[src/hw/contact_mode_pkg.sv]
// shared constants and types for the contact speed / torque mode selector
package contact_mode_pkg;
   localparam int SPD_W           = 16;
   localparam int CLK_PERIOD_NS   = 25;
   // contact sampling period; must stay well inside the latency bound
   localparam int SAMPLE_TIME_US  = 2000;
   localparam int SAMPLE_CYC      = SAMPLE_TIME_US * 1000 / CLK_PERIOD_NS;
   // longest allowed contact read latency, rounded down
   localparam int MAX_LATENCY_US  = 6000;
   localparam int MAX_LATENCY_CYC = MAX_LATENCY_US * 1000 / CLK_PERIOD_NS;
   // soft-start step interval
   localparam int RAMP_TIME_US    = 1000;
   localparam int RAMP_CYC        = RAMP_TIME_US * 1000 / CLK_PERIOD_NS;
   localparam int CNT_W           = $clog2(MAX_LATENCY_CYC + 1);

   // field positions in the function switch words
   localparam int BIT_MODE_A      = 10;
   localparam int BIT_MODE_B      = 11;
   localparam int BIT_PULSE_F     = 15;
   localparam int BIT_CONTACT_SPD = 2;
   localparam int BIT_TREF_LIMIT  = 15;

   localparam logic [15:0] WORD_RESET = 16'h0000;
   // synchroniser reset levels: contacts idle high (OFF), pulse pin idles low
   localparam logic [3:0]  PIN_IDLE   = 4'h7;

   typedef enum logic [3:0] {
      MODE_STOP_ZERO    = 4'h0,
      MODE_STOP_CLAMP   = 4'h1,
      MODE_ANALOG       = 4'h2,
      MODE_ANALOG_CLAMP = 4'h3,
      MODE_PRESET       = 4'h4,
      MODE_PULSE        = 4'h5,
      MODE_SPEED_STD    = 4'h6,
      MODE_TORQUE_I     = 4'h7,
      MODE_TORQUE_II_T  = 4'h8,
      MODE_TORQUE_II_S  = 4'h9
   } mode_t;

   typedef enum logic [1:0] {
      TREF_UNUSED  = 2'h0,
      TREF_TORQUE  = 2'h1,
      TREF_FEEDFWD = 2'h2,
      TREF_LIMIT   = 2'h3
   } tref_role_t;

   typedef struct packed {
      logic        isPosition;
      logic [15:0] functionSwitchWordB;
      logic [15:0] functionSwitchWordA;
   } cfg_t;

   typedef struct packed {
      logic [15:0] presetSpeedOne;
      logic [15:0] presetSpeedTwo;
      logic [15:0] presetSpeedThree;
      logic [15:0] maxSpeedLimitSetting;
      logic [15:0] accelStep;
      logic [15:0] decelStep;
   } speeds_t;
endpackage

[src/hw/contact_speed_torque_mode_select.sv]
// contact input speed selection and torque control mode decoder
// Summary of operation
// contact speed on: first off/second on speed one, both speed two, first only three
// speed type stop row: mode bits pick zero stop, clamp stop, analog, analog clamp
// position type stop row: bit F zero stops, one accepts pulse reference
// contact speed on: direction contact on means reverse, off means forward
// inputs irrelevant to the selected row never affect the result
// contact speed on disables the reference pulse inhibit function
// contact speed off: select contacts become forward and reverse torque limits
// contact speed off: direction contact gives proportional, clamp or changeover
// position type soft start only in contact speed, never with pulses
// preset to pulse while running drops pulses until positioning completes
// host sends pulses only after seeing positioning complete
// select contacts read within 6 ms, independent of soft start
// torque control one: torque input, no direction or speed input, max limit
// torque control two: contact open torque, contact at 0 V speed
// torque control two: torque input is command, feed-forward or limit
// torque control two torque mode: positive speed reference limits both directions
// overspeed adds negative torque proportional to the excess
// contact speed on: direction contact only sets rotation direction
// internal speed reference ramps by accel and decel steps
// product type input picks speed or position decoding
`timescale 1ns/100ps
module contact_speed_torque_mode_select #(
   parameter int SAMPLE_CYC = contact_mode_pkg::SAMPLE_CYC,
   parameter int RAMP_CYC   = contact_mode_pkg::RAMP_CYC
) (
   // clock and reset
   input  wire logic                           ref_clk,
   input  wire logic                           rst_n,
   // static configuration
   input  wire contact_mode_pkg::cfg_t         cfg,
   input  wire contact_mode_pkg::speeds_t      spd,
   input  wire logic [3:0]                     feedbackShift,
   // contact pins, active low, then the reference pulse pin, active high
   input  wire logic                           directionChangeoverContact_n,
   input  wire logic                           speedSelectFirst_n,
   input  wire logic                           speedSelectSecond_n,
   input  wire logic                           refPulsePin,
   // references and feedback on this clock
   input  wire logic signed [15:0]             speedRefIn,
   input  wire logic signed [15:0]             torqueRefIn,
   input  wire logic signed [15:0]             actualSpeed,
   input  wire logic                           positionDone,
   // decoded state
   output contact_mode_pkg::mode_t             activeMode,
   output contact_mode_pkg::tref_role_t        torqueRefRole,
   output logic                                reverseRotation,
   output logic                                propControl,
   output logic                                zeroClamp,
   output logic                                torqueLimitFwd,
   output logic                                torqueLimitRev,
   output logic                                pulseInhibitEnable,
   output logic                                softStartOn,
   // commands
   output logic signed [15:0]                  speedCmd,
   output logic signed [15:0]                  torqueCmd,
   output logic [15:0]                         speedLimit,
   output logic                                refPulseOut,
   output logic                                positionDoneOutput
);

   if (SAMPLE_CYC < 1 || SAMPLE_CYC + 4 > contact_mode_pkg::MAX_LATENCY_CYC) begin : g_badSample
      $error("SAMPLE_CYC breaks the contact latency bound");
   end
   if (RAMP_CYC < 1 || RAMP_CYC > contact_mode_pkg::MAX_LATENCY_CYC) begin : g_badRamp
      $error("RAMP_CYC out of range");
   end

   localparam int CW = contact_mode_pkg::CNT_W;

   // two-flop synchronisers for all pins
   logic [3:0] pinRaw;
   logic [3:0] sync1_q;
   logic [3:0] sync2_q;
   assign pinRaw = {refPulsePin, speedSelectSecond_n, speedSelectFirst_n,
                    directionChangeoverContact_n};

   for (genvar i = 0; i < 4; i++) begin : g_sync
      always_ff @(posedge ref_clk or negedge rst_n) begin
         if (!rst_n) begin
            // reset to the idle level so no contact looks ON right after reset
            sync1_q[i] <= contact_mode_pkg::PIN_IDLE[i];
            sync2_q[i] <= contact_mode_pkg::PIN_IDLE[i];
         end else begin
            sync1_q[i] <= pinRaw[i];
            sync2_q[i] <= sync1_q[i];
         end
      end
   end

   logic dirOn;
   logic firstOn;
   logic secondOn;
   assign dirOn    = ~sync2_q[0];
   assign firstOn  = ~sync2_q[1];
   assign secondOn = ~sync2_q[2];

   // tick dividers
   logic [CW-1:0] sampleCnt_q;
   logic [CW-1:0] rampCnt_q;
   logic          sampleTick_q;
   logic          rampTick_q;

   always_ff @(posedge ref_clk or negedge rst_n) begin
      if (!rst_n) begin
         sampleCnt_q  <= '0;
         sampleTick_q <= 1'b0;
      end else if (sampleCnt_q == CW'(SAMPLE_CYC - 1)) begin
         sampleCnt_q  <= '0;
         sampleTick_q <= 1'b1;
      end else begin
         sampleCnt_q  <= sampleCnt_q + 1'b1;
         sampleTick_q <= 1'b0;
      end
   end

   always_ff @(posedge ref_clk or negedge rst_n) begin
      if (!rst_n) begin
         rampCnt_q  <= '0;
         rampTick_q <= 1'b0;
      end else if (rampCnt_q == CW'(RAMP_CYC - 1)) begin
         rampCnt_q  <= '0;
         rampTick_q <= 1'b1;
      end else begin
         rampCnt_q  <= rampCnt_q + 1'b1;
         rampTick_q <= 1'b0;
      end
   end

   // select contacts are read on the sample tick for speed selection (torque limits take them every clock); soft start plays no part here
   logic selFirst_q;
   logic selSecond_q;
   always_ff @(posedge ref_clk or negedge rst_n) begin
      if (!rst_n) begin
         selFirst_q  <= 1'b0;
         selSecond_q <= 1'b0;
      end else if (sampleTick_q) begin
         selFirst_q  <= firstOn;
         selSecond_q <= secondOn;
      end
   end

   // mode decode
   logic                         contactSpeed;
   logic                         bitA;
   logic                         bitB;
   logic                         bitF;
   contact_mode_pkg::mode_t      mode_d;
   contact_mode_pkg::tref_role_t role_d;
   logic [15:0]                  preset;
   logic signed [15:0]           target;
   logic                         reverse_d;
   logic                         prop_d;
   logic                         clamp_d;
   logic                         soft_d;
   logic [15:0]                  limit_d;

   assign contactSpeed = cfg.functionSwitchWordB[contact_mode_pkg::BIT_CONTACT_SPD];
   assign bitA         = cfg.functionSwitchWordA[contact_mode_pkg::BIT_MODE_A];
   assign bitB         = cfg.functionSwitchWordA[contact_mode_pkg::BIT_MODE_B];
   assign bitF         = cfg.functionSwitchWordA[contact_mode_pkg::BIT_PULSE_F];

   always_comb begin
      mode_d = contact_mode_pkg::MODE_STOP_ZERO;
      preset = 16'h0000;
      if (contactSpeed) begin
         if (selFirst_q || selSecond_q) begin
            mode_d = contact_mode_pkg::MODE_PRESET;
            if (!selFirst_q) begin
               preset = spd.presetSpeedOne;
            end else if (selSecond_q) begin
               preset = spd.presetSpeedTwo;
            end else begin
               preset = spd.presetSpeedThree;
            end
         end else if (cfg.isPosition) begin
            // only bit F matters on this row
            mode_d = bitF ? contact_mode_pkg::MODE_PULSE
                          : contact_mode_pkg::MODE_STOP_ZERO;
         end else begin
            case ({bitB, bitA})
               2'b00: mode_d = contact_mode_pkg::MODE_STOP_ZERO;
               2'b01: mode_d = contact_mode_pkg::MODE_STOP_CLAMP;
               2'b10: mode_d = contact_mode_pkg::MODE_ANALOG;
               default: mode_d = contact_mode_pkg::MODE_ANALOG_CLAMP;
            endcase
         end
      end else if (cfg.isPosition) begin
         mode_d = contact_mode_pkg::MODE_PULSE;
      end else begin
         case ({bitB, bitA})
            2'b10: mode_d = contact_mode_pkg::MODE_TORQUE_I;
            2'b11: mode_d = dirOn ? contact_mode_pkg::MODE_TORQUE_II_S
                                  : contact_mode_pkg::MODE_TORQUE_II_T;
            default: mode_d = contact_mode_pkg::MODE_SPEED_STD;
         endcase
      end
   end

   always_comb begin
      reverse_d = contactSpeed && dirOn;
      prop_d    = !contactSpeed && dirOn && (cfg.isPosition || {bitB, bitA} == 2'b00);
      clamp_d   = (mode_d == contact_mode_pkg::MODE_STOP_CLAMP) ||
                  (mode_d == contact_mode_pkg::MODE_ANALOG_CLAMP) ||
                  (!contactSpeed && !cfg.isPosition && dirOn && {bitB, bitA} == 2'b01);
      // pulse following must track the host directly, so no ramp there
      soft_d    = !cfg.isPosition || (contactSpeed && mode_d != contact_mode_pkg::MODE_PULSE);
      role_d    = contact_mode_pkg::TREF_UNUSED;
      limit_d   = spd.maxSpeedLimitSetting;
      target    = 16'sh0000;
      case (mode_d)
         contact_mode_pkg::MODE_PRESET: begin
            target = reverse_d ? -$signed({1'b0, preset[14:0]})
                               : $signed({1'b0, preset[14:0]});
         end
         contact_mode_pkg::MODE_ANALOG, contact_mode_pkg::MODE_ANALOG_CLAMP,
         contact_mode_pkg::MODE_SPEED_STD: begin
            target = speedRefIn;
         end
         contact_mode_pkg::MODE_TORQUE_I: begin
            role_d = contact_mode_pkg::TREF_TORQUE;
         end
         contact_mode_pkg::MODE_TORQUE_II_T: begin
            role_d  = contact_mode_pkg::TREF_TORQUE;
            limit_d = speedRefIn[15] ? 16'h0000 : speedRefIn;
         end
         contact_mode_pkg::MODE_TORQUE_II_S: begin
            target = speedRefIn;
            role_d = cfg.functionSwitchWordB[contact_mode_pkg::BIT_TREF_LIMIT]
                     ? contact_mode_pkg::TREF_LIMIT : contact_mode_pkg::TREF_FEEDFWD;
         end
         default: target = 16'sh0000;
      endcase
      if (clamp_d && mode_d == contact_mode_pkg::MODE_SPEED_STD) begin
         target = 16'sh0000;
      end
   end

   // registered mode and status outputs
   always_ff @(posedge ref_clk or negedge rst_n) begin
      if (!rst_n) begin
         activeMode         <= contact_mode_pkg::MODE_STOP_ZERO;
         torqueRefRole      <= contact_mode_pkg::TREF_UNUSED;
         reverseRotation    <= 1'b0;
         propControl        <= 1'b0;
         zeroClamp          <= 1'b0;
         torqueLimitFwd     <= 1'b0;
         torqueLimitRev     <= 1'b0;
         pulseInhibitEnable <= 1'b0;
         softStartOn        <= 1'b0;
         speedLimit         <= 16'h0000;
         positionDoneOutput <= 1'b0;
      end else begin
         activeMode         <= mode_d;
         torqueRefRole      <= role_d;
         reverseRotation    <= reverse_d;
         propControl        <= prop_d;
         zeroClamp          <= clamp_d;
         torqueLimitFwd     <= !contactSpeed && firstOn;
         torqueLimitRev     <= !contactSpeed && secondOn;
         pulseInhibitEnable <= !contactSpeed && cfg.isPosition;
         softStartOn        <= soft_d;
         speedLimit         <= limit_d;
         positionDoneOutput <= positionDone;
      end
   end

   // soft-start ramp of the internal speed reference
   logic signed [16:0] diff;
   logic signed [16:0] step;
   logic               away;
   assign diff = {target[15], target} - {speedCmd[15], speedCmd};
   assign away = (diff > 0 && !speedCmd[15]) || (diff < 0 && (speedCmd[15] || speedCmd == 0));
   assign step = away ? $signed({1'b0, spd.accelStep}) : $signed({1'b0, spd.decelStep});

   always_ff @(posedge ref_clk or negedge rst_n) begin
      if (!rst_n) begin
         speedCmd <= 16'sh0000;
      end else if (!soft_d) begin
         speedCmd <= target;
      end else if (rampTick_q) begin
         if (diff > step) begin
            speedCmd <= 16'(speedCmd + step);
         end else if (diff < -step) begin
            speedCmd <= 16'(speedCmd - step);
         end else begin
            speedCmd <= target;
         end
      end
   end

   // overspeed turns into opposing torque; the trade is a soft, load-dependent limit
   logic signed [16:0] absAct;
   logic signed [17:0] excess;
   logic signed [17:0] fb;
   logic signed [17:0] torqueSum;
   assign absAct    = actualSpeed[15] ? -{actualSpeed[15], actualSpeed}
                                      : {actualSpeed[15], actualSpeed};
   assign excess    = {absAct[16], absAct} - $signed({2'b00, limit_d});
   assign fb        = (excess > 0) ? (excess >>> feedbackShift) : 18'sh00000;
   assign torqueSum = actualSpeed[15] ? {{2{torqueRefIn[15]}}, torqueRefIn} + fb
                                      : {{2{torqueRefIn[15]}}, torqueRefIn} - fb;

   always_ff @(posedge ref_clk or negedge rst_n) begin
      if (!rst_n) begin
         torqueCmd <= 16'sh0000;
      end else if (role_d == contact_mode_pkg::TREF_TORQUE) begin
         if (torqueSum > 18'sh07FFF) begin
            torqueCmd <= 16'sh7FFF;
         end else if (torqueSum < -18'sh08000) begin
            torqueCmd <= -16'sh8000;
         end else begin
            torqueCmd <= torqueSum[15:0];
         end
      end else if (role_d != contact_mode_pkg::TREF_UNUSED) begin
         torqueCmd <= torqueRefIn;
      end else begin
         torqueCmd <= 16'sh0000;
      end
   end

   // pulse gate after a running preset hands over to pulse following
   logic pulseBlock_q;
   logic pulsePrev_q;
   logic pulseRise;
   logic blockSet;
   assign pulseRise = sync2_q[3] && !pulsePrev_q;
   assign blockSet  = activeMode == contact_mode_pkg::MODE_PRESET &&
                      mode_d == contact_mode_pkg::MODE_PULSE && speedCmd != 0;

   always_ff @(posedge ref_clk or negedge rst_n) begin
      if (!rst_n) begin
         pulseBlock_q <= 1'b0;
      end else if (blockSet) begin
         pulseBlock_q <= 1'b1;
      end else if (positionDone) begin
         pulseBlock_q <= 1'b0;
      end
   end

   always_ff @(posedge ref_clk or negedge rst_n) begin
      if (!rst_n) begin
         pulsePrev_q <= 1'b0;
         refPulseOut <= 1'b0;
      end else begin
         pulsePrev_q <= sync2_q[3];
         refPulseOut <= pulseRise && !pulseBlock_q && !blockSet &&
                        mode_d == contact_mode_pkg::MODE_PULSE;
      end
   end

   // staleness of the sampled select contact, helper for the latency check
   logic [CW-1:0] staleCnt_q;
   always_ff @(posedge ref_clk or negedge rst_n) begin
      if (!rst_n) begin
         staleCnt_q <= '0;
      end else if (selFirst_q != firstOn) begin
         staleCnt_q <= staleCnt_q + 1'b1;
      end else begin
         staleCnt_q <= '0;
      end
   end

   AST_SAMPLE_LATENCY: assert property (@(posedge ref_clk) disable iff (!rst_n)
      staleCnt_q <= CW'(SAMPLE_CYC + 1))
      else $error("select contact not sampled in time");

   AST_REVERSE_ONLY_CONTACT: assert property (@(posedge ref_clk) disable iff (!rst_n)
      reverseRotation |-> $past(contactSpeed) && $past(dirOn))
      else $error("reverse without contact speed and direction contact");

   AST_TORQUE_LIMIT_INPUT: assert property (@(posedge ref_clk) disable iff (!rst_n)
      $past(!contactSpeed && firstOn) |-> torqueLimitFwd)
      else $error("forward torque limit not taken from first contact");

   AST_INHIBIT_OFF: assert property (@(posedge ref_clk) disable iff (!rst_n)
      $past(contactSpeed) |-> !pulseInhibitEnable)
      else $error("pulse inhibit allowed in contact speed control");

   AST_NO_RAMP_ON_PULSE: assert property (@(posedge ref_clk) disable iff (!rst_n)
      (activeMode == contact_mode_pkg::MODE_PULSE) |-> !softStartOn)
      else $error("soft start active while following pulses");

   AST_PULSE_DROPPED: assert property (@(posedge ref_clk) disable iff (!rst_n)
      pulseBlock_q && !positionDone |=> !refPulseOut)
      else $error("pulse passed before positioning complete");

   AST_TORQUE_I_LIMIT: assert property (@(posedge ref_clk) disable iff (!rst_n)
      (activeMode == contact_mode_pkg::MODE_TORQUE_I) |->
         speedLimit == $past(spd.maxSpeedLimitSetting))
      else $error("torque control one limit is not the max setting");

   AST_CHANGEOVER: assert property (@(posedge ref_clk) disable iff (!rst_n)
      (activeMode == contact_mode_pkg::MODE_TORQUE_II_S) |-> $past(dirOn))
      else $error("speed sub-mode without changeover contact");

   AST_NO_FEEDBACK_IN_RANGE: assert property (@(posedge ref_clk) disable iff (!rst_n)
      (role_d == contact_mode_pkg::TREF_TORQUE && excess <= 0) |=>
         torqueCmd == $past(torqueRefIn))
      else $error("torque altered while speed within limit");

   AST_RAMP_ON_TICK: assert property (@(posedge ref_clk) disable iff (!rst_n)
      soft_d && $past(soft_d) && !rampTick_q |=> $stable(speedCmd))
      else $error("speed reference moved between ramp ticks");

endmodule // contact_speed_torque_mode_select

[config.mk]
export PLATFORM = sky130hd
export DESIGN_NAME = contact_speed_torque_mode_select
export DESIGN_NICKNAME = d
export VERILOG_FILES = /design/src/hw/contact_mode_pkg.sv /design/src/hw/contact_speed_torque_mode_select.sv
export SDC_FILE = /design/constraint.sdc
export NUM_CORES = 1
export LEC_CHECK = 0
export BUFFER_PORTS_ARGS = -buffer_cell sky130_fd_sc_hd__buf_2
export CAP_MARGIN = 5
export CORE_UTILIZATION = 46
export DETAILED_ROUTE_END_ITERATION = 8
export PLACE_DENSITY = 0.68
export SYNTH_ARGS = -nofsm -noshare
export SYNTH_HDL_FRONTEND = slang
export SYNTH_SLANG_ARGS = --single-unit
[constraint.sdc]
create_clock -name ref_clk -period 9.9 [get_ports ref_clk]
set_clock_uncertainty 0.05 [all_clocks]
set_input_delay 0.99 -clock ref_clk [delete_from_list [all_inputs] [get_ports ref_clk]]
set_output_delay 0.99 -clock ref_clk [all_outputs]
set_load 0.05 [all_outputs]
==> summary.md <==
| Metric | Value |
|---|---|
| Synth Area in Adders | `0.113` |
| RSZ-0062 raised after global routing | `false` |
| Hold bufs inserted after CTS | `0` |
| # DRC | `0` |
| Worst Path Buf+Inv | `6` |
| FFs w/ async S/R, synth | `1.00` |
| Critical Path AT | `9510 ps` |
| Fin area | `16000 um2` |
| Worst R2R End | `speedCmd[7]` |
| Yosys cell types | `97` |
| Overall routing resource usage | `0.292` |
| Status | `finished, final reports clean` |
| Chip height | `175 um` |
| Diode count | `0` |
| Setup TNS Final | `0 ps` |
| Clk sinks | `113` |
| Average size of a mapped cell | `7.59 um2` |
| Number of vias per cell | `6.13` |
| Clk Latency, worst-skew pair | `430 ps` |
| Final period utilization | `0.934` |
| Post-Synth XOR/XNOR Area | `0.0709` |
| Vias post-DR | `14873` |
| Die area | `30700 um2` |
| Max cap viols | `0` |
| H-tree Lvls | `4` |
| Worst R2R Setup Slack | `800 ps` |
| PwrDens | `242 nW/um2` |
| Initial core utilization | `0.466` |
| Setup WS post-layout | `652 ps` |
| Pre-Repair DR Iteration Count | `6` |
| CP Class | `in -> reg` |
| Post-synth EDFFs | `0` |
| Fin. Hold Viols | `0` |
| Layout Nets | `2334` |
| Yosys warnings | `0` |
| Setup violators final | `0` |
| Tmin final | `9250 ps` |
| DPL Wire Length | `35100 um` |
| Port bufs | `220` |
| Cells after Synth | `1821` |
| Clock buffer depth | `2` |
| Syn_nets | `2131` |
| Compound-Gate Fraction of Synth Area | `0.271` |
| Area of the mapped netlist | `13800 um2` |
| Hold-critical path endpoint | `sync2_q[3]` |
| Global-route wire length before repair | `72400 um` |
| Core ar. | `29600 um2` |
| Hold path start | `sync1_q[3]` |
| VDD IR-drop max | `0.130 mV` |
| Design Power | `3.89 mW` |
| Area Overhead vs Synth | `16.1%` |
| Endpoint type of the worst setup path | `flip-flop` |
| Global route overflow | `0` |
| Routed Antenna Nets | `0` |
| Register area share after synthesis | `0.205` |
| Critical path required time | `10170 ps` |
| Post-Place Setup Slack | `274 ps` |
| Drt initial violations | `1412` |
| FF+latch count, synth | `113` |
| Hold depth | `0` |
| Routability cong. | `0.922` |
| Worst-Margin Slew | `1050 ps` |
| CTS tree | `yes` |
| Family with the most delay on the worst path | `compound AO/OA/AOI/OAI gates` |
| Routed WL per cell | `18.5 um` |
| Max Fanout on Critical Path | `26` |
| Die Wd | `175 um` |
| Slowest cell on crit path | `fa_1` |
| Row count | `63` |
| Pin count of the biggest net entering global routing | `70` |
| Final slew viol count | `0` |
| Normalized max-slew margin | `0.298` |
| Synthesized-area fraction occupied by and/or/nand/nor cells | `0.248` |
| Pleak | `7.35 nW` |
| Placed inst area | `15400 um2` |
| IO Pins | `251` |
| R2R depth | `39` |
| Worst min-delay path class | `reg -> reg` |
| Clock-pin slew on the worst setup and hold paths | `60 ps` |
| CP startpoint kind | `primary input` |
| Main combinational cell family by area after synthesis | `compound AO/OA/AOI/OAI gates` |
| CTS Buf Count | `17` |
| Reg2reg start | `selFirst_q` |
| Antenna violations before repair | `1` |
| Post-synthesis mux area share | `0.0430` |
| Root buf cell | `clkbuf_16` |
| Post-Route WL | `44900 um` |
| Worst path max stage delay | `480 ps` |
| Max frequency | `0.108 GHz` |
| Fillers | `2901` |
| Vias in the first global route | `13973` |
| Layout cells sized above 1 | `0.179` |
| Main flop type after synthesis | `dfrtp_1` |
==> layout make-up <==
cell class	instances	area, um2	share of cell area
multi-input cells	1534	10300	0.644
flip-flops and latches	113	2840	0.177
repair buffers	263	1430	0.0889
well taps	390	488	0.0304
clock buffers	20	447	0.0278
inverters	95	357	0.0222
clock inverters	12	156	0.00975
==> power breakdown <==
part	switching, mW	total (mW)	internal, mW
Clock	0.241	0.644	0.403
Combinational	1.66	2.66	0.998
Sequential	0.0658	0.579	0.514
==> cell usage after synthesis (all sizes together), types with 28 or more instances <==
master / count / area (um2)
nand3: 53 / 265
dfrtp: 107 / 2680
nor2: 176 / 666
inv: 93 / 349
a21o: 35 / 263
a21oi: 116 / 596
clkbuf: 63 / 236
nor3: 54 / 275
mux2i: 29 / 290
a31oi: 30 / 203
ha: 117 / 1460
a211oi: 32 / 273
a22o: 28 / 245
o21ai: 105 / 529
xnor2: 67 / 594
xor2: 44 / 385
nand2: 213 / 800
nor2b: 38 / 238
==> worst reg2reg max path: cells and delay by family, from the launching register on <==
family	cells	cell delay, ps
xor+xnor	2	340
mux	2	490
buf+inv	3	570
compound gates	16	3310
flops	1	330
simple gates	13	3020
fa+ha+maj	3	860
==> stage by stage <==
step,util,instances,hold slack [ps]
2_1_floorplan,-,1821,281
3_3_place_gp,0.521,2395,285
3_5_place_dp,0.521,2395,294
4_1_cts,0.541,2427,306
5_1_grt,0.541,2427,309
6_report,0.541,2427,306
==> repair_timing <==
action,in CTS,in global routing
gates resized for setup,0,4
setup endpoints to repair,0,13
buffers inserted,0,0
==> logic make-up after synthesis <==
kind of cell / after synthesis
simple gates: 710
mux: 51
flops: 113
compound gates: 540
buf+inv: 174
fa+ha+maj: 122
xor+xnor: 111
==> registers in the layout, summed over array words and instances, names as in the netlist, 2 cells and up <==
register       count
rampCnt_q         18
sampleCnt_q       18
speedCmd          16
speedLimit        16
torqueCmd         16
activeMode         4
sync1_q            4
sync2_q            4
torqueRefRole      2
==> worst max-delay path by stage <==
stage | from | end | cells after the start
after floorplan | cfg[18] | torqueCmd[14] | 38
after global placement | spd[86] | speedCmd[7] | 39
after detailed placement | cfg[18] | speedCmd[7] | 40
after CTS | selSecond_q | speedCmd[7] | 40
after global routing | selFirst_q | speedCmd[7] | 39
final | cfg[18] | speedCmd[7] | 40
==> metal layers <==
layer  part of all wire  vias up  track usage
li1                   -     7117            -
met1               0.44     7089        0.394
met2               0.46      582        0.475
met3              0.068       85       0.0407
met4              0.031        0        0.109
met5                  0        -            0
==> layout by cell type, fill, tap and decap left out, types with 10 or more instances in the layout <==
| cell | n |
|---|---|
| buf_2 | 219 |
| nand2_1 | 213 |
| nor2_1 | 173 |
| ha_1 | 117 |
| a21oi_1 | 114 |
| dfrtp_1 | 107 |
| inv_1 | 92 |
| o21ai_0 | 92 |
| xnor2_1 | 66 |
| nand3_1 | 53 |
| nor3_1 | 53 |
| xor2_1 | 44 |
| buf_4 | 44 |
| nor2b_1 | 37 |
| a21o_1 | 35 |
| mux2i_1 | 29 |
| a31oi_1 | 29 |
| a22o_1 | 28 |
| a211oi_1 | 27 |
| and3_1 | 26 |
| nand2b_1 | 25 |
| or3_1 | 21 |
| nand4_1 | 21 |
| o311ai_0 | 20 |
| mux2_2 | 17 |
| clkbuf_16 | 17 |
| nor4_1 | 15 |
| o21a_1 | 15 |
| o211ai_1 | 15 |
| o22ai_1 | 14 |
| and2_1 | 14 |
| a22oi_1 | 13 |
| o21ai_1 | 12 |
| o21bai_1 | 12 |
| o31ai_1 | 10 |
| or4_1 | 10 |
| or2_2 | 10 |
(Power assumes the default switching activity.)
